===== config.mk =====
export PLATFORM = sky130hd
export DESIGN_NAME = bcp_predriver
export DESIGN_NICKNAME = d
export VERILOG_FILES = /design/src/bcp_pkg.sv /design/src/bcp_debounce.sv /design/src/bcp_predriver.sv
export SDC_FILE = /design/constraint.sdc
export NUM_CORES = 1
export LEC_CHECK = 0
export BUFFER_PORTS_ARGS = -buffer_cell sky130_fd_sc_hd__buf_2
export CORE_MARGIN = 3
export CORE_UTILIZATION = 55
export CTS_CLUSTER_SIZE = 25
export DETAILED_ROUTE_END_ITERATION = 10
export PLACE_DENSITY_LB_ADDON = 0.25
export SYNTH_ARGS = -nofsm -noshare
export SYNTH_HDL_FRONTEND = slang
export SYNTH_SLANG_ARGS = --single-unit

===== constraint.sdc =====
create_clock -name pclk -period 12.6 [get_ports pclk]
set_input_delay 1.26 -clock pclk [delete_from_list [all_inputs] [get_ports pclk]]
set_output_delay 1.26 -clock pclk [all_outputs]
set_load 0.01 [all_outputs]

===== src/bcp_pkg.sv =====
// Behaviour
// - chop only high-side outputs, low-side static
// - over-limit current cuts drive for this period
// - blank limit sensing after PWM turn-on
// - PWM period timebase clocks internal logic
// - control voltage sets duty, 1.35V to 3.0V
// - pulse duty input low enables drive
// - equal Hall inputs force all six phase drive outputs low
// - under-voltage stops high side, hysteretic recovery
// - one timer reset per Hall period
// - stalled: alternate drive-on and drive-off intervals
// - stall cycling gates only high-side outputs
// - Hall activity exits stall; disable bit
// - direction change inserts dead time
// - Hall pattern and direction select phase pair
// - Hall pulse output: synthesized or single
// - rotation detect on while turning
package bcp_pkg;
   localparam int CLK_MHZ = 100;
   localparam int PWM_FREQ_HZ = 22000;
   localparam int PWM_PERIOD_CYC = (CLK_MHZ * 1000000) / PWM_FREQ_HZ;
   localparam int BLANK_NS = 1000;
   localparam int BLANK_CYC = (BLANK_NS * CLK_MHZ + 999) / 1000;
   localparam int DEAD_NS = 2000;
   localparam int DEAD_CYC = (DEAD_NS * CLK_MHZ + 999) / 1000;
   localparam int DEBOUNCE_NS = 500;
   localparam int DEBOUNCE_CYC = (DEBOUNCE_NS * CLK_MHZ + 999) / 1000;
   localparam int LOCK_ON_MS = 418;
   localparam int LOCK_OFF_MS = 6251;
   localparam int LOCK_ON_CYC = LOCK_ON_MS * CLK_MHZ * 1000;
   localparam int LOCK_OFF_CYC = LOCK_OFF_MS * CLK_MHZ * 1000;
   localparam logic [11:0] VC_ZERO_MV = 12'h546;
   localparam logic [11:0] VC_FULL_MV = 12'hbb8;
   localparam logic [7:0] CTRL_OFS = 8'h00;
   localparam logic [7:0] VCTL_OFS = 8'h04;
   localparam logic [7:0] STAT_OFS = 8'h08;
   localparam logic [31:0] CTRL_RST = 32'h00000001;
   localparam logic [11:0] VCTL_RST = 12'h000;
   localparam int CTRL_LOCK_EN = 0;
   localparam int PIN_DIR = 0;
   localparam int PIN_PDI = 1;
   localparam int PIN_SEL = 2;
   localparam int PIN_ILIM = 3;
   localparam int PIN_UVLO = 4;
   localparam int PIN_UVOK = 5;
   localparam logic [5:0] PIN_RST = 6'h06;

   typedef struct packed {
      logic psel;
      logic penable;
      logic pwrite;
      logic [7:0] paddr;
      logic [31:0] pwdata;
   } bcp_apb_req_type;

   typedef enum logic [1:0] {LOCK_RUN, LOCK_OFF, LOCK_ON} bcp_lock_type;
endpackage


===== src/bcp_debounce.sv =====
`timescale 1ns/1ps
`default_nettype none
module bcp_debounce #(
   parameter int W = 3,
   parameter int N = 50
) (
   input wire logic pclk, // clock
   input wire logic presetn, // async reset
   input wire logic ce, // clock enable
   input wire logic [W-1:0] raw, // pin inputs
   output logic [W-1:0] stable // filtered level
);
   typedef struct packed {
      logic [W-1:0] s1;
      logic [W-1:0] s2;
      logic [W-1:0] stable;
      logic [7:0] cnt;
   } bcp_deb_type;

   bcp_deb_type q, d;

   always_comb begin
      d = q;
      d.s1 = raw;
      d.s2 = q.s1;
      if (q.s2 == q.stable) begin
         d.cnt = '0;
      end else if (q.cnt == 8'(N - 1)) begin
         d.stable = q.s2;
         d.cnt = '0;
      end else begin
         d.cnt = q.cnt + 8'h01;
      end
   end

   always_ff @(posedge pclk or negedge presetn) begin
      if (!presetn) begin
         q <= '0;
      end else if (ce) begin
         q <= d;
      end
   end

   assign stable = q.stable;
endmodule
`default_nettype wire


===== src/bcp_predriver.sv =====
`timescale 1ns/1ps
`default_nettype none
module bcp_predriver #(
   parameter int PWM_PERIOD = bcp_pkg::PWM_PERIOD_CYC,
   parameter int LOCK_ON = bcp_pkg::LOCK_ON_CYC,
   parameter int LOCK_OFF = bcp_pkg::LOCK_OFF_CYC
) (
   input wire logic pclk, // pwm timebase clock
   input wire logic presetn, // async reset, low
   input wire logic ce, // clock enable
   input wire bcp_pkg::bcp_apb_req_type apb_req, // apb request
   output logic [31:0] prdata, // apb read data
   output logic pready, // apb ready
   output logic pslverr, // apb error
   input wire logic [2:0] hall_in, // hall sensors 1..3
   input wire logic direction, // forward/reverse
   input wire logic pulse_duty_input, // low enables drive
   input wire logic hall_output_select, // high: synthesized
   input wire logic current_limit_trip, // sense above limit
   input wire logic supply_below_trip, // under-voltage
   input wire logic supply_above_recover, // trip plus hysteresis
   output logic phase_a_high_drive, // high side a
   output logic phase_b_high_drive, // high side b
   output logic phase_c_high_drive, // high side c
   output logic phase_a_low_drive, // low side a
   output logic phase_b_low_drive, // low side b
   output logic phase_c_low_drive, // low side c
   output logic hall_pulse_output, // hall pulse
   output logic rotation_detect_oe // pulls pin low: turning
);
   typedef struct packed {
      logic [5:0] pin_s1;
      logic [5:0] pin_s2;
      logic [31:0] pwm_cnt;
      logic [7:0] blank_cnt;
      logic limit;
      logic [2:0] hall_prev;
      bcp_pkg::bcp_lock_type state;
      logic [31:0] lock_cnt;
      logic dir_prev;
      logic [15:0] dead_cnt;
      logic uv;
      logic lock_en;
      logic [11:0] vctl;
      logic [2:0] hi;
      logic [2:0] lo;
      logic hp;
      logic rot_oe;
      logic pready;
      logic pslverr;
      logic [31:0] prdata;
   } bcp_state_type;

   bcp_state_type q, d;
   logic [2:0] hall;
   logic [2:0] h_eff;
   logic [5:0] pair;
   logic valid;
   logic period_start;
   logic hall_period;
   logic hall_move;
   logic ramp_on;
   logic hs_gate;
   logic lo_ok;
   logic [31:0] lhs;
   logic [31:0] rhs;
   logic setup;
   logic wr;
   logic mapped;

   bcp_debounce #(
      .W(3),
      .N(bcp_pkg::DEBOUNCE_CYC)
   ) u_hall_deb (
      .pclk(pclk),
      .presetn(presetn),
      .ce(ce),
      .raw(hall_in),
      .stable(hall)
   );

   // {a,b,c} high then {a,b,c} low
   function automatic logic [5:0] commutate(input logic [2:0] h);
      case (h)
         3'b101: commutate = {3'b010, 3'b100};
         3'b100: commutate = {3'b001, 3'b100};
         3'b110: commutate = {3'b001, 3'b010};
         3'b010: commutate = {3'b100, 3'b010};
         3'b011: commutate = {3'b100, 3'b001};
         3'b001: commutate = {3'b010, 3'b001};
         default: commutate = 6'h00;
      endcase
   endfunction

   always_comb begin
      d = q;
      d.pin_s1 = {supply_above_recover, supply_below_trip,
                  current_limit_trip, hall_output_select,
                  pulse_duty_input, direction};
      d.pin_s2 = q.pin_s1;
      // pwm timebase
      period_start = (q.pwm_cnt == 32'(PWM_PERIOD - 1));
      d.pwm_cnt = period_start ? 32'h0 : q.pwm_cnt + 32'h1;
      // duty from control voltage against ramp
      lhs = 32'(({20'h0, q.vctl} - {20'h0, bcp_pkg::VC_ZERO_MV})
                * 32'(PWM_PERIOD));
      rhs = 32'(q.pwm_cnt * 32'(bcp_pkg::VC_FULL_MV
                                 - bcp_pkg::VC_ZERO_MV));
      if (q.vctl <= bcp_pkg::VC_ZERO_MV) begin
         ramp_on = 1'b0;
      end else if (q.vctl >= bcp_pkg::VC_FULL_MV) begin
         ramp_on = 1'b1;
      end else begin
         ramp_on = lhs > rhs;
      end
      // current limit, blanked after each turn-on
      if (period_start) begin
         d.limit = 1'b0;
         d.blank_cnt = 8'(bcp_pkg::BLANK_CYC);
      end else begin
         if (q.blank_cnt != 8'h0) begin
            d.blank_cnt = q.blank_cnt - 8'h01;
         end
         if (q.blank_cnt == 8'h0 && q.pin_s2[bcp_pkg::PIN_ILIM]) begin
            d.limit = 1'b1;
         end
      end
      // hall handling
      d.hall_prev = hall;
      hall_move = hall != q.hall_prev;
      hall_period = hall[2] & ~q.hall_prev[2];
      valid = (hall != 3'b000) && (hall != 3'b111);
      h_eff = q.pin_s2[bcp_pkg::PIN_DIR] ? ~hall : hall;
      pair = commutate(h_eff);
      // lock protection timer
      d.lock_cnt = q.lock_cnt + 32'h1;
      case (q.state)
         bcp_pkg::LOCK_RUN: begin
            if (q.lock_cnt == 32'(LOCK_ON - 1)) begin
               d.state = bcp_pkg::LOCK_OFF;
               d.lock_cnt = 32'h0;
            end
         end
         bcp_pkg::LOCK_OFF: begin
            if (q.lock_cnt == 32'(LOCK_OFF - 1)) begin
               d.state = bcp_pkg::LOCK_ON;
               d.lock_cnt = 32'h0;
            end
         end
         bcp_pkg::LOCK_ON: begin
            if (q.lock_cnt == 32'(LOCK_ON - 1)) begin
               d.state = bcp_pkg::LOCK_OFF;
               d.lock_cnt = 32'h0;
            end
         end
         default: begin
            d.state = bcp_pkg::LOCK_RUN;
         end
      endcase
      if (!q.lock_en || hall_period ||
          (hall_move && q.state != bcp_pkg::LOCK_RUN)) begin
         d.state = bcp_pkg::LOCK_RUN;
         d.lock_cnt = 32'h0;
      end
      // direction change dead time
      d.dir_prev = q.pin_s2[bcp_pkg::PIN_DIR];
      if (q.pin_s2[bcp_pkg::PIN_DIR] != q.dir_prev) begin
         d.dead_cnt = 16'(bcp_pkg::DEAD_CYC);
      end else if (q.dead_cnt != 16'h0) begin
         d.dead_cnt = q.dead_cnt - 16'h1;
      end
      // under-voltage with hysteresis
      if (q.pin_s2[bcp_pkg::PIN_UVLO]) begin
         d.uv = 1'b1;
      end else if (q.pin_s2[bcp_pkg::PIN_UVOK]) begin
         d.uv = 1'b0;
      end
      // output gating
      lo_ok = valid && q.dead_cnt == 16'h0;
      hs_gate = ramp_on && !q.pin_s2[bcp_pkg::PIN_PDI] && !q.limit
                && !q.uv && q.state != bcp_pkg::LOCK_OFF
                && lo_ok;
      d.hi = pair[5:3] & {3{hs_gate}};
      d.lo = pair[2:0] & {3{lo_ok}};
      d.hp = q.pin_s2[bcp_pkg::PIN_SEL] ? ^hall : hall[2];
      d.rot_oe = q.state == bcp_pkg::LOCK_RUN;
      // apb slave, answer in first access cycle
      setup = apb_req.psel && !apb_req.penable;
      wr = apb_req.psel && apb_req.penable && apb_req.pwrite && q.pready;
      mapped = apb_req.paddr == bcp_pkg::CTRL_OFS ||
               apb_req.paddr == bcp_pkg::VCTL_OFS ||
               apb_req.paddr == bcp_pkg::STAT_OFS;
      d.pready = setup;
      d.pslverr = setup && !mapped;
      d.prdata = 32'h0;
      if (setup && !apb_req.pwrite) begin
         case (apb_req.paddr)
            bcp_pkg::CTRL_OFS: d.prdata = {31'h0, q.lock_en};
            bcp_pkg::VCTL_OFS: d.prdata = {20'h0, q.vctl};
            bcp_pkg::STAT_OFS: d.prdata = {24'h0, q.uv, q.limit,
                                           q.state != bcp_pkg::LOCK_RUN,
                                           q.pin_s2[bcp_pkg::PIN_DIR],
                                           valid, hall};
            default: d.prdata = 32'h0;
         endcase
      end
      if (wr && !q.pslverr) begin
         if (apb_req.paddr == bcp_pkg::CTRL_OFS) begin
            d.lock_en = apb_req.pwdata[bcp_pkg::CTRL_LOCK_EN];
         end
         if (apb_req.paddr == bcp_pkg::VCTL_OFS) begin
            d.vctl = apb_req.pwdata[11:0];
         end
      end
   end

   always_ff @(posedge pclk or negedge presetn) begin
      if (!presetn) begin
         q <= '0;
         q.lock_en <= bcp_pkg::CTRL_RST[bcp_pkg::CTRL_LOCK_EN];
         q.vctl <= bcp_pkg::VCTL_RST;
         q.pin_s1 <= bcp_pkg::PIN_RST;
         q.pin_s2 <= bcp_pkg::PIN_RST;
      end else if (ce) begin
         q <= d;
      end
   end

   assign prdata = q.prdata;
   assign pready = q.pready;
   assign pslverr = q.pslverr;
   assign phase_a_high_drive = q.hi[2];
   assign phase_b_high_drive = q.hi[1];
   assign phase_c_high_drive = q.hi[0];
   assign phase_a_low_drive = q.lo[2];
   assign phase_b_low_drive = q.lo[1];
   assign phase_c_low_drive = q.lo[0];
   assign hall_pulse_output = q.hp;
   assign rotation_detect_oe = q.rot_oe;
endmodule
`default_nettype wire


Word level (Yosys, flattened, before mapping)
Cells that the tools add are included.
{ "op_classes": {"add_sub_neg": 6, "multipliers": 2, "magnitude_cmp": 3, "eq_ne": 21, "n_mux": 22, "bitwise_logic": 6, "reduce_logical": 50} }
{ "op_table": {"columns": ["cell", "n"], "rows": [
  ["2-to-1 mux 34 bit", 3],
  ["adder 32 x 1 -> 32 bit (second input constant)", 2],
  ["case mux 32 bit (2 select lines)", 1],
  ["case mux 12 bit (3 select lines)", 1],
  ["case mux 6 bit (6 select lines)", 1],
  ["equality test 32 x 13 -> 1 bit (second input constant)", 1],
  ["equality test 32 x 26 -> 1 bit (second input constant)", 1],
  ["equality test 32 x 30 -> 1 bit (second input constant)", 1],
  ["> comparator 32 bit", 1],
  ["multiplier 32 x 10 -> 31 bit (second input constant)", 1],
  ["2-to-1 mux 16 bit", 2],
  ["2-to-1 mux 32 bit", 1],
  ["multiplier 13 x 14 -> 27 bit (second input constant)", 1],
  ["2-to-1 mux 8 bit", 3],
  ["logical AND 1 bit", 16],
  ["logical NOT 16 bit", 1],
  ["logical NOT 8 bit", 2],
  ["nonzero test 16 bit", 1],
  ["subtractor 16 x 1 -> 16 bit (second input constant)", 1],
  ["subtractor 12 x 11 -> 13 bit (second input constant)", 1],
  [">= comparator 12 bit (second input constant)", 1],
  ["<= comparator 12 x 11 -> 1 bit (second input constant)", 1],
  ["2-to-1 mux 12 bit", 1],
  ["AND reduction 3 bit", 4],
  ["other kinds (33)", 61]
]} }
{ "word_totals": {"ff_bits": 180, "in_bits": 55, "output_inout_bits": 42, "wordCells": 134} }

Depth between registers and ports, before layout
Gate-level depths: netlist (run 1).
{ "depth": {"depth_word": 11, "depth_mapped": 35, "depth_no_buf": 35} }

Cells and area by module
Synthesis (run 1) repeated with hierarchy kept, for this count alone.
{ "unflattened": {"hier_cells": 1711, "area_unflattened_um2": 16195.5} }
{ "modules_own_cells": {"columns": ["mod", "n_inst", "cells_per_inst", "area_per_inst_um2", "seq_area_each_um2"], "rows": [
  ["bcp_predriver", 1, 1634, 15317.2, 3584.7],
  ["bcp_debounce", 1, 77, 878.3, 425.4]
]} }

Worst setup path after synthesis (run 1)
No wires, ideal clock.
{ "synth_timing": {"path_type": "register -> register", "from": "register q[43] (netlist bit)", "to": "register q, in the netlist phase_a_high_drive", "setup_time_ns": 0.101, "arrival_ns": 8.261, "t_required_ns": 12.499, "path_slack_ns": 4.239, "stages_incl_launch_ff": 32, "path_buffers": 0, "synth_period_minus_slack_ns": 8.361, "cell_sequence": "dfrtp_1 -> ha_1 -> o41a_1 -> o21a_1 -> o21ai_0 -> xor2_1 -> inv_1 -> fa_1 -> fa_1 -> fa_1 -> inv_1 -> fa_1 -> inv_1 -> ha_1 -> ha_1 -> ha_1 -> nand3_1 -> nor4_1 -> or2_1 -> a211o_1 -> a21oi_1 -> o21ai_0 -> xor2_1 -> ha_1 -> nand3_1 -> or4_1 -> o21ai_0 -> a211oi_1 -> maj3_1 -> o21bai_1 -> a221oi_2 -> o32ai_1"} }
{ "synth_via": {"elab_chain_len": 11, "elab_cells_between_ends": 13, "cone_classes": "1 x add/sub; 1 x mul; 3 x order compare; 2 x mux; 1 x bitwise; 5 x reduce/logical"} }
{ "synth_lines": {"columns": ["item", "line_no", "source"], "rows": [
  ["start, declared", "bcp_predriver.sv:54", "bcp_state_type q, d;"],
  ["subtractor 12 x 11 -> 13 bit", "bcp_predriver.sv:105", "lhs = 32'(({20'h0, q.vctl} - {20'h0, bcp_pkg::VC_ZERO_MV})"],
  ["multiplier 13 x 14 -> 27 bit", "bcp_predriver.sv:106", "* 32'(PWM_PERIOD));"],
  ["> comparator 32 bit", "bcp_predriver.sv:114", "ramp_on = lhs > rhs;"],
  ["2-to-1 mux 1 bit", "bcp_predriver.sv:111", "end else if (q.vctl >= bcp_pkg::VC_FULL_MV) begin"],
  ["2-to-1 mux 1 bit (*)", "bcp_predriver.sv:109", "if (q.vctl <= bcp_pkg::VC_ZERO_MV) begin"],
  ["logical AND 1 bit (*) (2 in a row)", "bcp_predriver.sv:180", "hs_gate = ramp_on && !q.pin_s2[bcp_pkg::PIN_PDI] && !q.limit"],
  ["logical AND 1 bit (*) (2 in a row)", "bcp_predriver.sv:181", "&& !q.uv && q.state != bcp_pkg::LOCK_OFF"],
  ["logical AND 1 bit (*)", "bcp_predriver.sv:182", "&& lo_ok;"],
  ["AND 3 bit (*)", "bcp_predriver.sv:183", "d.hi = pair[5:3] & {3{hs_gate}};"]
]} }
Every way passes the cells marked *; elsewhere a longest branch is shown, timed or not.
A chain may end at the register's enable or synchronous reset.

Final worst setup path (run 1)
{ "layout_timing": {"from": "register q[43] (netlist bit)", "to": "register q, in the netlist phase_c_high_drive"} }
Same word-level chain as after synthesis.

==> results.json, run 1 <==
{
  "clock_tree.buffer_depth": 2,
  "biggest_area_contributors_in_the_synthesized_netlist": "sky130_fd_sc_hd__dfrtp_1 (24%), sky130_fd_sc_hd__ha_1 (17%), sky130_fd_sc_hd__fa_1 (14%), sky130_fd_sc_hd__inv_1 (5.5%), sky130_fd_sc_hd__xnor2_1 (3.4%)",
  "timing.slew.headroom_pct": 29.1,
  "syn-cell-area_mm2": 0.0161,
  "number_of_synthesized_flops_with_an_enable_pin": 0,
  "die_w_um": 177,
  "cts.root.buffer_cell": "sky130_fd_sc_hd__clkbuf_16",
  "status": "finished clean",
  "storage_element_area_mm2": 0.00401,
  "fmax_mhz": 106,
  "routedWlPerCell_um": 16.1,
  "drive_gt1_share_pct": 9.88,
  "ys_ff_latch": 160,
  "critical_path_depth": 31,
  "synth_sequential_area_ratio_pct": 24.9,
  "drt_drc_violations_left": 0,
  "synth_area_leader_cell": "sky130_fd_sc_hd__dfrtp_1",
  "timing.final.ws_setup_ns": 3.19,
  "detailroute.via_count": 11876,
  "fin_skew_ns": 0.0202,
  "grtUsageTotal_pct": 22.2,
  "final_util_pct": 59.6,
  "setup_failing_eps_final": 0,
  "critical_path_source_type": "flop",
  "row_count": 62,
  "synthArstFlopShare_pct": 100,
  "reg2regPathDepth": 31,
  "powerDensity_mw_per_mm2": 269,
  "tritoncts_clock_tree": "done",
  "critical-path-top-cell-by-count": "sky130_fd_sc_hd__ha_1",
  "gp_congestion": 0.898,
  "layout.nets": 2124,
  "max_slew.worst_pin.slew_ns": 1.06,
  "critical_path.n_buffers_inverters": 3,
  "maximum_number_of_pins_on_one_net_before_global_route_repair": 86,
  "fin_crit_sh_pct": 74.7,
  "preCtsSetupSlack_ns": 3.21,
  "grt_first_pass_wirelength_um": 57200,
  "drt_wl_total_um": 34100,
  "timing.final.hold_violations": 0,
  "port_bufs": 56,
  "critical_path_s_largest_stage_delay_ns": 0.65,
  "worst-endpoint-arrival_ns": 9.72,
  "rsz0062_at_grt": "false",
  "drv_slew": 0,
  "cp_slowest_cell": "sky130_fd_sc_hd__or4_1",
  "leakage_nw": 8.36,
  "cpLargestDelayFamily": "adder cells",
  "cts_max_level": 4,
  "synth_warnings": 0,
  "cp_data_required_time_ns": 12.91,
  "post-dp-hpwl_um": 26700,
  "clock_sinks": 160,
  "first_iter_violations": 734,
  "hold_path_depth": 1,
  "n_fill_cell": 2404,
  "max_cap_violations": 0,
  "cts_hold_buf": 0,
  "endpoint_of_the_worst_slack_reg_to_reg_timing_path": "phase_c_high_drive",
  "period_needed_ns": 9.41,
  "viasPerCell": 5.59,
  "worstPathMaxFanout": 8,
  "drt_pass1_iterations": 5,
  "clock_insertion_delay_worst_skew_ns": 0.44,
  "cts.reportedPaths.clkPinSlew_ns": 0.08,
  "number_of_buffers_inserted_during_clock_tree_synthesis": 17,
  "syn_inst": 1702,
  "vdd.ir_drop.worst_v": 0.000372,
  "grt_pass1_vias": 11770,
  "area.growth.synth_to_final_pct": 6.49,
  "coreArea_mm2": 0.0288,
  "critPathCaptureType": "flop",
  "regToRegStartpoint": "q[43]",
  "initial_core_utilization_pct": 56.0,
  "tns_ns": 0,
  "rrSetupSlack_ns": 3.19,
  "placed_area_mm2": 0.0166,
  "critPathKind": "flop to flop",
  "insertedDiodeCount": 0,
  "synth_cell_types": 86,
  "overflow": 0,
  "cts-resized-gates": 0,
  "final_design_area_no_fill_mm2": 0.0172,
  "dieArea_mm2": 0.0314,
  "io_pins": 97,
  "synth.top_cell.area_share_pct": 24.1,
  "synth_ff_type": "sky130_fd_sc_hd__dfrtp_1",
  "grt_antenna_before_repair": 0,
  "min-delay-start": "q[150]",
  "multi_input_comb_area_mm2": 0.0109,
  "die_h_um": 177,
  "postCtsSetupRepairBufs": 0,
  "min-delay-path-class": "flop to flop",
  "synth_area_per_cell_um2": 9.46,
  "ant_nets": 0,
  "min_delay_worst_endpoint": "q[150]"
}
-- Yosys cell counts, drive strengths merged, types with 5 or more instances --
cell     instances
inv            237
ha             225
dfrtp          155
nand2          131
fa             116
o21ai          105
nor2            84
xnor2           62
a21oi           61
nand3           43
buf             39
mux2            37
nor3            36
xor2            36
clkbuf          35
and3            19
a21o            18
nor4            17
o31ai           17
nand2b          15
mux2i           14
nand4           14
o2bb2ai         14
o41ai           13
a31oi           12
a211oi          10
or4             10
or3              9
a31o             8
and2             8
or2              7
a22o             6
a22oi            6
o211ai           6
o21bai           6
a211o            5
dfstp            5
nor2b            5
o21a             5
-- where the power goes --
part / leakage [nW] / total [mW] / internal (mW) / switching [mW]
Combinational: 6.02 / 3.49 / 1.57 / 1.92
Sequential: 2.07 / 0.619 / 0.561 / 0.0590
Clock: 0.272 / 0.513 / 0.264 / 0.249
Total: 8.36 / 4.62 / 2.39 / 2.23
-- cell usage in the layout, fill, tap and decap left out, types with 19 or more instances in the layout --
cell and count:
sky130_fd_sc_hd__a21oi_1 58, sky130_fd_sc_hd__and3_1 19, sky130_fd_sc_hd__buf_2 55, sky130_fd_sc_hd__conb_1 20
sky130_fd_sc_hd__dfrtp_1 155, sky130_fd_sc_hd__fa_1 116, sky130_fd_sc_hd__ha_1 225, sky130_fd_sc_hd__inv_1 236
sky130_fd_sc_hd__mux2_2 37, sky130_fd_sc_hd__nand2_1 131, sky130_fd_sc_hd__nand3_1 43, sky130_fd_sc_hd__nor2_1 84
sky130_fd_sc_hd__nor3_1 36, sky130_fd_sc_hd__o21ai_0 99, sky130_fd_sc_hd__xnor2_1 62, sky130_fd_sc_hd__xor2_1 35
-- routing by layer --
metal | up-vias | track usage [%] | wire length (µm)
met5 | - | 0 | 0
met4 | 0 | 6.78 | 806
met3 | 43 | 2.81 | 1020
met2 | 178 | 36.9 | 16300
met1 | 5829 | 30.4 | 16100
li1 | 5826 | - | -
-- logic make-up (layout without fill, tap and decap cells) --
kind of cell / Yosys count / count (layout) / synth area share [%]
simple gates: 427 / 427 / 13.3
fa+ha+maj: 342 / 342 / 32.0
compound gates: 312 / 312 / 12.8
buf+inv: 311 / 331 / 8.16
flops: 160 / 160 / 24.9
xor+xnor: 98 / 98 / 5.38
mux: 51 / 51 / 3.46
other cells: 1 / 20 / 0.0233
-- area by class of cell --
class | instances | share of cell area (%)
clock buffers | 18 | 2.50
inverters | 237 | 5.19
repair buffers | 62 | 1.93
multi-input cells | 1250 | 63.3
clock inverters | 14 | 0.868
well taps | 384 | 2.80
flip-flops and latches | 160 | 23.4
-- worst max path at each step --
stage                      from                 end  slack [ns]
after floorplan           q[43]  phase_a_high_drive        4.24
after global placement    q[43]  phase_a_high_drive        3.47
after detailed placement  q[43]  phase_c_high_drive        3.21
after CTS                 q[43]  phase_c_high_drive        3.18
after global routing      q[43]  phase_c_high_drive        2.59
final                     q[43]  phase_c_high_drive        3.19
-- stage by stage --
| step | total power [mW] | hold WS, ns | instances |
|---|---|---|---|
| global placement | 4.00 | 0.459 | 2093 |
| floorplan | 3.43 | 0.442 | 1721 |
| CTS | 4.65 | 0.479 | 2125 |
| detailed placement | 4.11 | 0.465 | 2093 |
| global route | 5.18 | 0.506 | 2125 |
| finish | 4.62 | 0.476 | 2125 |
-- registers in the layout, summed over array words and instances, names as in the netlist --
signal / cells
phase_c_low_drive: 1
u_hall_deb.q: 11
phase_a_high_drive: 1
rotation_detect_oe: 1
hall_pulse_output: 1
phase_a_low_drive: 1
d: 7
u_hall_deb.stable: 3
q: 114
pslverr: 1
phase_b_low_drive: 1
pready: 1
prdata: 12
phase_b_high_drive: 1
u_hall_deb.d: 3
phase_c_high_drive: 1
Power figures use the tool's default switching activity.
==> run 2: changes to the inputs <==
--- a/config.mk
+++ b/config.mk
@@ -5,6 +5,7 @@
 export SDC_FILE = /design/constraint.sdc
 export NUM_CORES = 1
 export LEC_CHECK = 0
+export ABC_AREA = 1
 export BUFFER_PORTS_ARGS = -buffer_cell sky130_fd_sc_hd__buf_2
 export CORE_MARGIN = 3
 export CORE_UTILIZATION = 55
==> constraint.sdc (replaced) <==
create_clock -name pclk -period 9 [get_ports pclk]
set_input_delay 0.9 -clock pclk [delete_from_list [all_inputs] [get_ports pclk]]
set_output_delay 0.9 -clock pclk [all_outputs]
set_load 0.01 [all_outputs]
==> run 2 against run 1 <==
Core utilization grew 0.56 points. Via count up 8.8%. Synthesized cell count up 16%. Routed wire length is 4.4% higher. First-iteration DRC count increased by 21%. Worst setup slack worse by 1.8 ns. Hold slack worse by 0.013 ns. Design area increased by 1.5%. Critical path type unchanged.
==> results.json, run 2 <==
{
  "status": "finished clean",
  "cts.reportedPaths.clkPinSlew_ns": 0.07,
  "grt_pass1_vias": 12625,
  "mostFrequentLayoutCells": "sky130_fd_sc_hd__inv_1 (378), sky130_fd_sc_hd__nand2_1 (341), sky130_fd_sc_hd__ha_1 (225), sky130_fd_sc_hd__dfrtp_1 (155)",
  "synth_most_common_cell": "sky130_fd_sc_hd__inv_1",
  "coreArea_mm2": 0.0289,
  "critPathCaptureType": "flop",
  "grt_antenna_before_repair": 0,
  "number_of_buffers_inserted_during_clock_tree_synthesis": 17,
  "cp_slowest_cell": "sky130_fd_sc_hd__fa_1",
  "gp_congestion": 0.882,
  "drt_wl_total_um": 35700,
  "reg2regPathDepth": 42,
  "dieArea_mm2": 0.0318,
  "worstPathMaxFanout": 7,
  "area.growth.synth_to_final_pct": 6.68,
  "overflow": 0,
  "ys_top_cells_by_count": "sky130_fd_sc_hd__inv_1 (378), sky130_fd_sc_hd__nand2_1 (341), sky130_fd_sc_hd__ha_1 (225), sky130_fd_sc_hd__dfrtp_1 (155)",
  "period_needed_ns": 7.59,
  "synth_ff_type": "sky130_fd_sc_hd__dfrtp_1",
  "global_route_track_usage_on_met3_pct": 2.79,
  "drv_slew": 0,
  "initial_core_utilization_pct": 56.4,
  "tritoncts_clock_tree": "done",
  "viasPerCell": 5.37,
  "synth_warnings": 0,
  "synth_area_per_cell_um2": 8.30,
  "n_fill_cell": 2532,
  "clock_tree.buffer_depth": 2,
  "die_w_um": 178,
  "drt_drc_violations_left": 0,
  "io_pins": 97,
  "hold_path_depth": 2,
  "die_h_um": 178,
  "cts_hold_buf": 0,
  "gr-usage-met1_pct": 31.8,
  "routedWlPerCell_um": 14.8,
  "cts-resized-gates": 0,
  "timing.slew.headroom_pct": 35.7,
  "ant_nets": 0,
  "grt_first_pass_wirelength_um": 59600,
  "cts_max_level": 4,
  "most_common_library_cell_in_the_layout_ignoring_fill_and_taps": "sky130_fd_sc_hd__inv_1",
  "maximum_number_of_pins_on_one_net_before_global_route_repair": 86,
  "max_cap_violations": 0,
  "critical_path_source_type": "flop",
  "fin_crit_sh_pct": 84.3,
  "insertedDiodeCount": 0,
  "port_bufs": 56,
  "detailroute.via_count": 12917,
  "fmax_mhz": 132,
  "biggest_area_contributors_in_the_synthesized_netlist": "sky130_fd_sc_hd__dfrtp_1 (24%), sky130_fd_sc_hd__ha_1 (17%), sky130_fd_sc_hd__fa_1 (14%), sky130_fd_sc_hd__inv_1 (8.7%), sky130_fd_sc_hd__nand2_1 (7.8%)",
  "synth_area_leader_cell": "sky130_fd_sc_hd__dfrtp_1",
  "synth_cell_types": 62,
  "grtUsageTotal_pct": 23.0,
  "synth_sequential_area_ratio_pct": 24.6,
  "timing.final.hold_violations": 0,
  "row_count": 62,
  "ys_ff_latch": 160,
  "postCtsSetupRepairBufs": 0,
  "global_route.peak_usage_layer": "met2",
  "critical_path_s_largest_stage_delay_ns": 0.56,
  "syn-cell-area_mm2": 0.0163,
  "grt_util_met2_pct": 38.3,
  "critPathKind": "flop to flop",
  "layout.nets": 2403,
  "first_iter_violations": 890,
  "drt_pass1_iterations": 5,
  "largest_register_ffs": 114,
  "synthArstFlopShare_pct": 100,
  "critical-path-top-cell-by-count": "sky130_fd_sc_hd__nand2_1",
  "worst-endpoint-arrival_ns": 7.96,
  "setup_failing_eps_final": 0,
  "syn_inst": 1966,
  "fin_skew_ns": 0.0123,
  "cp_data_required_time_ns": 9.38,
  "rsz0062_at_grt": "false",
  "cts.root.buffer_cell": "sky130_fd_sc_hd__clkbuf_16",
  "clock_sinks": 160,
  "max_slew.worst_pin.slew_ns": 0.965,
  "synth.top_cell.area_share_pct": 23.8,
  "register_bank_with_the_most_flops": "q",
  "min-delay-path-class": "flop to flop",
  "number_of_synthesized_flops_with_an_enable_pin": 0,
  "clock_insertion_delay_worst_skew_ns": 0.44,
  "tns_ns": 0,
  "drive_gt1_share_pct": 7.67,
  "post-dp-hpwl_um": 28600
}
[run 2: final timing paths]
check | from | endpoint | slack [ns]
setup / recovery | q[43] | phase_b_high_drive | 1.41
hold / removal | q[153] | q[153] | 0.46
setup reg to reg | q[43] | phase_b_high_drive | 1.41
hold reg to reg | q[153] | q[153] | 0.46
max in group asynchronous | presetn | q[107] | 6.96
min in group asynchronous | presetn | q[52] | 0.48
[run 2: cell type report]
class | instances | area (µm²) | area share [%]
clock inverters | 13 | 128 | 0.733
flip-flops and latches | 160 | 4010 | 23.0
clock buffers | 19 | 443 | 2.54
repair buffers | 60 | 317 | 1.82
inverters | 387 | 1460 | 8.36
multi-input cells | 1381 | 10600 | 60.7
well taps | 384 | 480 | 2.76
[run 2: critical path, delay by kind of cell, from the launching register on]
kind | cells | cell delay [ns]
AOI/OAI and AO/OA | 6 | 0.96
and+or+nand+nor | 23 | 2.40
buffers and inverters | 4 | 0.35
DFF | 1 | 0.45
xor gates and xnor gates | 1 | 0.15
adders and majority gates | 8 | 3.22
[run 2: logic make-up (layout without fill, tap and decap cells)]
| kind of cell | after synthesis | after routing | share of synthesized area [%] |
|---|---|---|---|
| flops | 160 | 160 | 24.6 |
| other cells | 1 | 20 | 0.0230 |
| compound gates | 263 | 263 | 9.25 |
| xor+xnor | 90 | 90 | 4.83 |
| buf+inv | 444 | 479 | 11.1 |
| fa+ha+maj | 341 | 341 | 31.5 |
| simple gates | 654 | 654 | 17.9 |
| mux | 13 | 13 | 0.882 |
[run 2: per-stage QoR]
| step | instances | instance area (µm²) | hold slack [ns] | utilization (%) | setup WS [ns] |
|---|---|---|---|---|---|
| 2_1_floorplan | 1985 | 16400 | 0.434 | - | 2.39 |
| 3_5_place_dp | 2372 | 16800 | 0.455 | 58.2 | 1.43 |
| 4_1_cts | 2404 | 17400 | 0.466 | 60.2 | 1.37 |
| 3_3_place_gp | 2372 | 16800 | 0.454 | 58.2 | 1.53 |
| 5_1_grt | 2404 | 17400 | 0.475 | 60.2 | 0.724 |
| 6_report | 2404 | 17400 | 0.463 | 60.2 | 1.41 |
[run 2: routing by layer]
metal  vias up  share of wire, %
met5         -                 0
met4         0               1.9
met3        52               3.6
met2       250                48
met1      6247                46
li1       6368                 -
Power of run 2 is left out: the tool's default activity adds up to more than one toggle a clock period on the data nets, which glitch-free logic cannot reach.
==> run 3: changes to the inputs <==
--- a/config.mk
+++ b/config.mk
@@ -5,7 +5,7 @@
 export SDC_FILE = /design/constraint.sdc
 export NUM_CORES = 1
 export LEC_CHECK = 0
-export ABC_AREA = 1
+export ABC_AREA = 0
 export BUFFER_PORTS_ARGS = -buffer_cell sky130_fd_sc_hd__buf_2
 export CORE_MARGIN = 3
 export CORE_UTILIZATION = 55
==> constraint.sdc (replaced) <==
create_clock -name pclk -period 6.2 [get_ports pclk]
set_input_delay 0.62 -clock pclk [delete_from_list [all_inputs] [get_ports pclk]]
set_output_delay 0.62 -clock pclk [all_outputs]
set_load 0.01 [all_outputs]
==> run 3 against run 2 <==
The run now ends with negative setup slack left. Global-route usage is 1.8 points higher. Routed wire length is 7.7% higher. Flip-flop and latch count stayed put. Clock skew is 0.00058 ns higher. Via count is 0.39% higher. Critical path type unchanged. Critical endpoint is now phase_a_high_drive. Highest routed layer unchanged.
==> results.json, run 3 (same netlist as run 1, synthesis figures left out) <==
{
  "status": "complete, but fails checks",
  "violations": "negative setup slack",
  "power_mw": 11.6,
  "most_common_library_cell_in_the_layout_ignoring_fill_and_taps": "sky130_fd_sc_hd__buf_4",
  "worstPathMaxFanout": 4,
  "rsz0062_at_grt": "true",
  "net_switching_mw": 5.04,
  "cts.reportedPaths.clkPinSlew_ns": 0.07,
  "pwr-share-seq_pct": 10.7,
  "clock_sinks": 160,
  "drt_drc_violations_left": 0,
  "period_needed_ns": 7.73,
  "power.switching_fraction_pct": 43.6,
  "p_clk_share_pct": 9.3,
  "first_iter_violations": 762,
  "intPower_mw": 6.52,
  "critPathKind": "flop to flop",
  "clock_tree.buffer_depth": 2,
  "power_share_of_the_combinational_group_pct": 80.0,
  "cp_slowest_cell": "sky130_fd_sc_hd__fa_1",
  "grt_pass1_vias": 13329,
  "timing.slew.headroom_pct": 35.1,
  "row_count": 62,
  "cts.root.buffer_cell": "sky130_fd_sc_hd__clkbuf_16",
  "die_w_um": 177,
  "reg2regPathDepth": 31,
  "initial_core_utilization_pct": 56.0,
  "die_h_um": 177,
  "timing.final.hold_violations": 0,
  "dieArea_mm2": 0.0314,
  "numPlacedInstances": 2305,
  "powerDensity_mw_per_mm2": 601,
  "drive_gt1_share_pct": 22.5,
  "detailroute.via_count": 12967,
  "layoutNonFillerInstCount": 2359,
  "number_of_buffers_inserted_during_clock_tree_synthesis": 17,
  "cp_data_required_time_ns": 6.52,
  "endpoint_of_the_worst_slack_reg_to_reg_timing_path": "phase_a_high_drive",
  "drt_pass1_iterations": 5,
  "rrSetupSlack_ns": -1.53,
  "preCtsSetupSlack_ns": -1.62,
  "final_util_pct": 66.8,
  "coreArea_mm2": 0.0288,
  "clock_insertion_delay_worst_skew_ns": 0.44,
  "register_bank_with_the_most_flops": "q",
  "critPathCapture": "phase_a_high_drive",
  "tritoncts_clock_tree": "done",
  "critical_path_source_type": "flop",
  "critical_path_s_largest_stage_delay_ns": 0.56,
  "critical-path-top-cell-by-count": "sky130_fd_sc_hd__ha_4",
  "regToRegStartpoint": "q[43]",
  "setup_failing_eps_final": 3,
  "min-delay-path-class": "primary input to asynchronous set/reset pin",
  "viasPerCell": 5.50,
  "vdd.ir_drop.worst_v": 0.00102,
  "fmax_mhz": 129,
  "tns_ns": -4.53,
  "drv_slew": 0,
  "post-dp-hpwl_um": 30500,
  "insertedDiodeCount": 0,
  "fin_crit_sh_pct": 125,
  "largest_register_ffs": 114,
  "port_bufs": 56,
  "critPathCaptureType": "flop",
  "n_fill_cell": 2253,
  "gp_congestion": 0.877,
  "overflow": 0,
  "routedWlPerCell_um": 16.3,
  "ant_nets": 0,
  "grt_antenna_before_repair": 0,
  "worstSetupStartpoint": "q[43]",
  "grtUsageTotal_pct": 24.8,
  "timing.final.ws_setup_ns": -1.53,
  "layout.nets": 2359,
  "grt_first_pass_wirelength_um": 63500,
  "mostFrequentLayoutCells": "sky130_fd_sc_hd__buf_4 (240), sky130_fd_sc_hd__inv_1 (233), sky130_fd_sc_hd__ha_1 (214), sky130_fd_sc_hd__dfrtp_1 (153), sky130_fd_sc_hd__nand2_1 (131)",
  "fin_skew_ns": 0.0129,
  "area.growth.synth_to_final_pct": 19.4,
  "max_cap_violations": 0,
  "maximum_number_of_pins_on_one_net_before_global_route_repair": 68,
  "drt_wl_total_um": 38400,
  "max_slew.worst_pin.slew_ns": 0.966,
  "leakage_nw": 9.52,
  "cts_max_level": 4,
  "worst-endpoint-arrival_ns": 8.06,
  "io_pins": 97
}
run 3: cell count changes in the layout (fill, tap and decap cells not counted), moves of 33 or more:
cell                      delta
sky130_fd_sc_hd__buf_4     +236
sky130_fd_sc_hd__nand2_1   -210
sky130_fd_sc_hd__inv_1     -145
sky130_fd_sc_hd__a21oi_1    -39
sky130_fd_sc_hd__xnor2_1    +34
sky130_fd_sc_hd__nor2_1     -33
run 3: power groups by stage:
stage               combinational (mW)  sequential [mW]  clock, mW
floorplan                         5.76             1.23          0
global placement                  8.77             1.25          0
detailed placement                9.08             1.25          0
CTS                               9.22             1.23       1.10
global route                      10.5             1.25       1.14
finish                            9.25             1.24       1.08
run 3: cell type report:
cell class                      count  area [µm²]  share of cell area (%)
Tap cell                          384         480                    2.50
Clock buffer                       19         433                    2.25
Timing Repair Buffer              297        2110                    11.0
Multi-Input combinational cell   1250       11100                    58.0
Clock inverter                     12         159                   0.826
Sequential cell                   160        4010                    20.9
Inverter                          237         890                    4.63
run 3: through the flow:
stage          hold slack [ns]  instance area, µm²
3_3_place_gp             0.459               18300
6_report                 0.155               19200
5_1_grt                  0.210               19200
3_5_place_dp             0.466               18300
4_1_cts                  0.188               19000
2_1_floorplan            0.324               16300
run 3: routing by layer:
| layer | vias to the layer above | wire length, µm | track usage, % |
|---|---|---|---|
| met5 | - | 0 | 0 |
| met3 | 46 | 1100 | 3.07 |
| met4 | 0 | 712 | 6.94 |
| met1 | 6406 | 17300 | 32.6 |
| li1 | 6294 | - | - |
| met2 | 221 | 19300 | 43.2 |
run 3: worst min path at each step:
stage | start | to | slack, ns
after CTS | presetn | prdata[8] | 0.19
after detailed placement | q[150] | q[150] | 0.47
after global routing | presetn | prdata[8] | 0.21
after global placement | q[150] | q[150] | 0.46
final | presetn | prdata[8] | 0.15
after floorplan | presetn | d[151] | 0.32
run 3: critical path, delay by kind of cell, from the launching register on:
family,cells,cell delay [ns]
fa+ha+maj,10,3.54
flops,1,0.45
buf+inv,3,0.16
compound gates,11,2.11
xor+xnor,2,0.39
simple gates,5,0.98
run 3: timing repair:
item,in CTS,in global routing
pin swaps,21,25
resized for setup,9,21
hold buffers,0,0
setup endpoints to repair,3,3
setup buffers,14,10
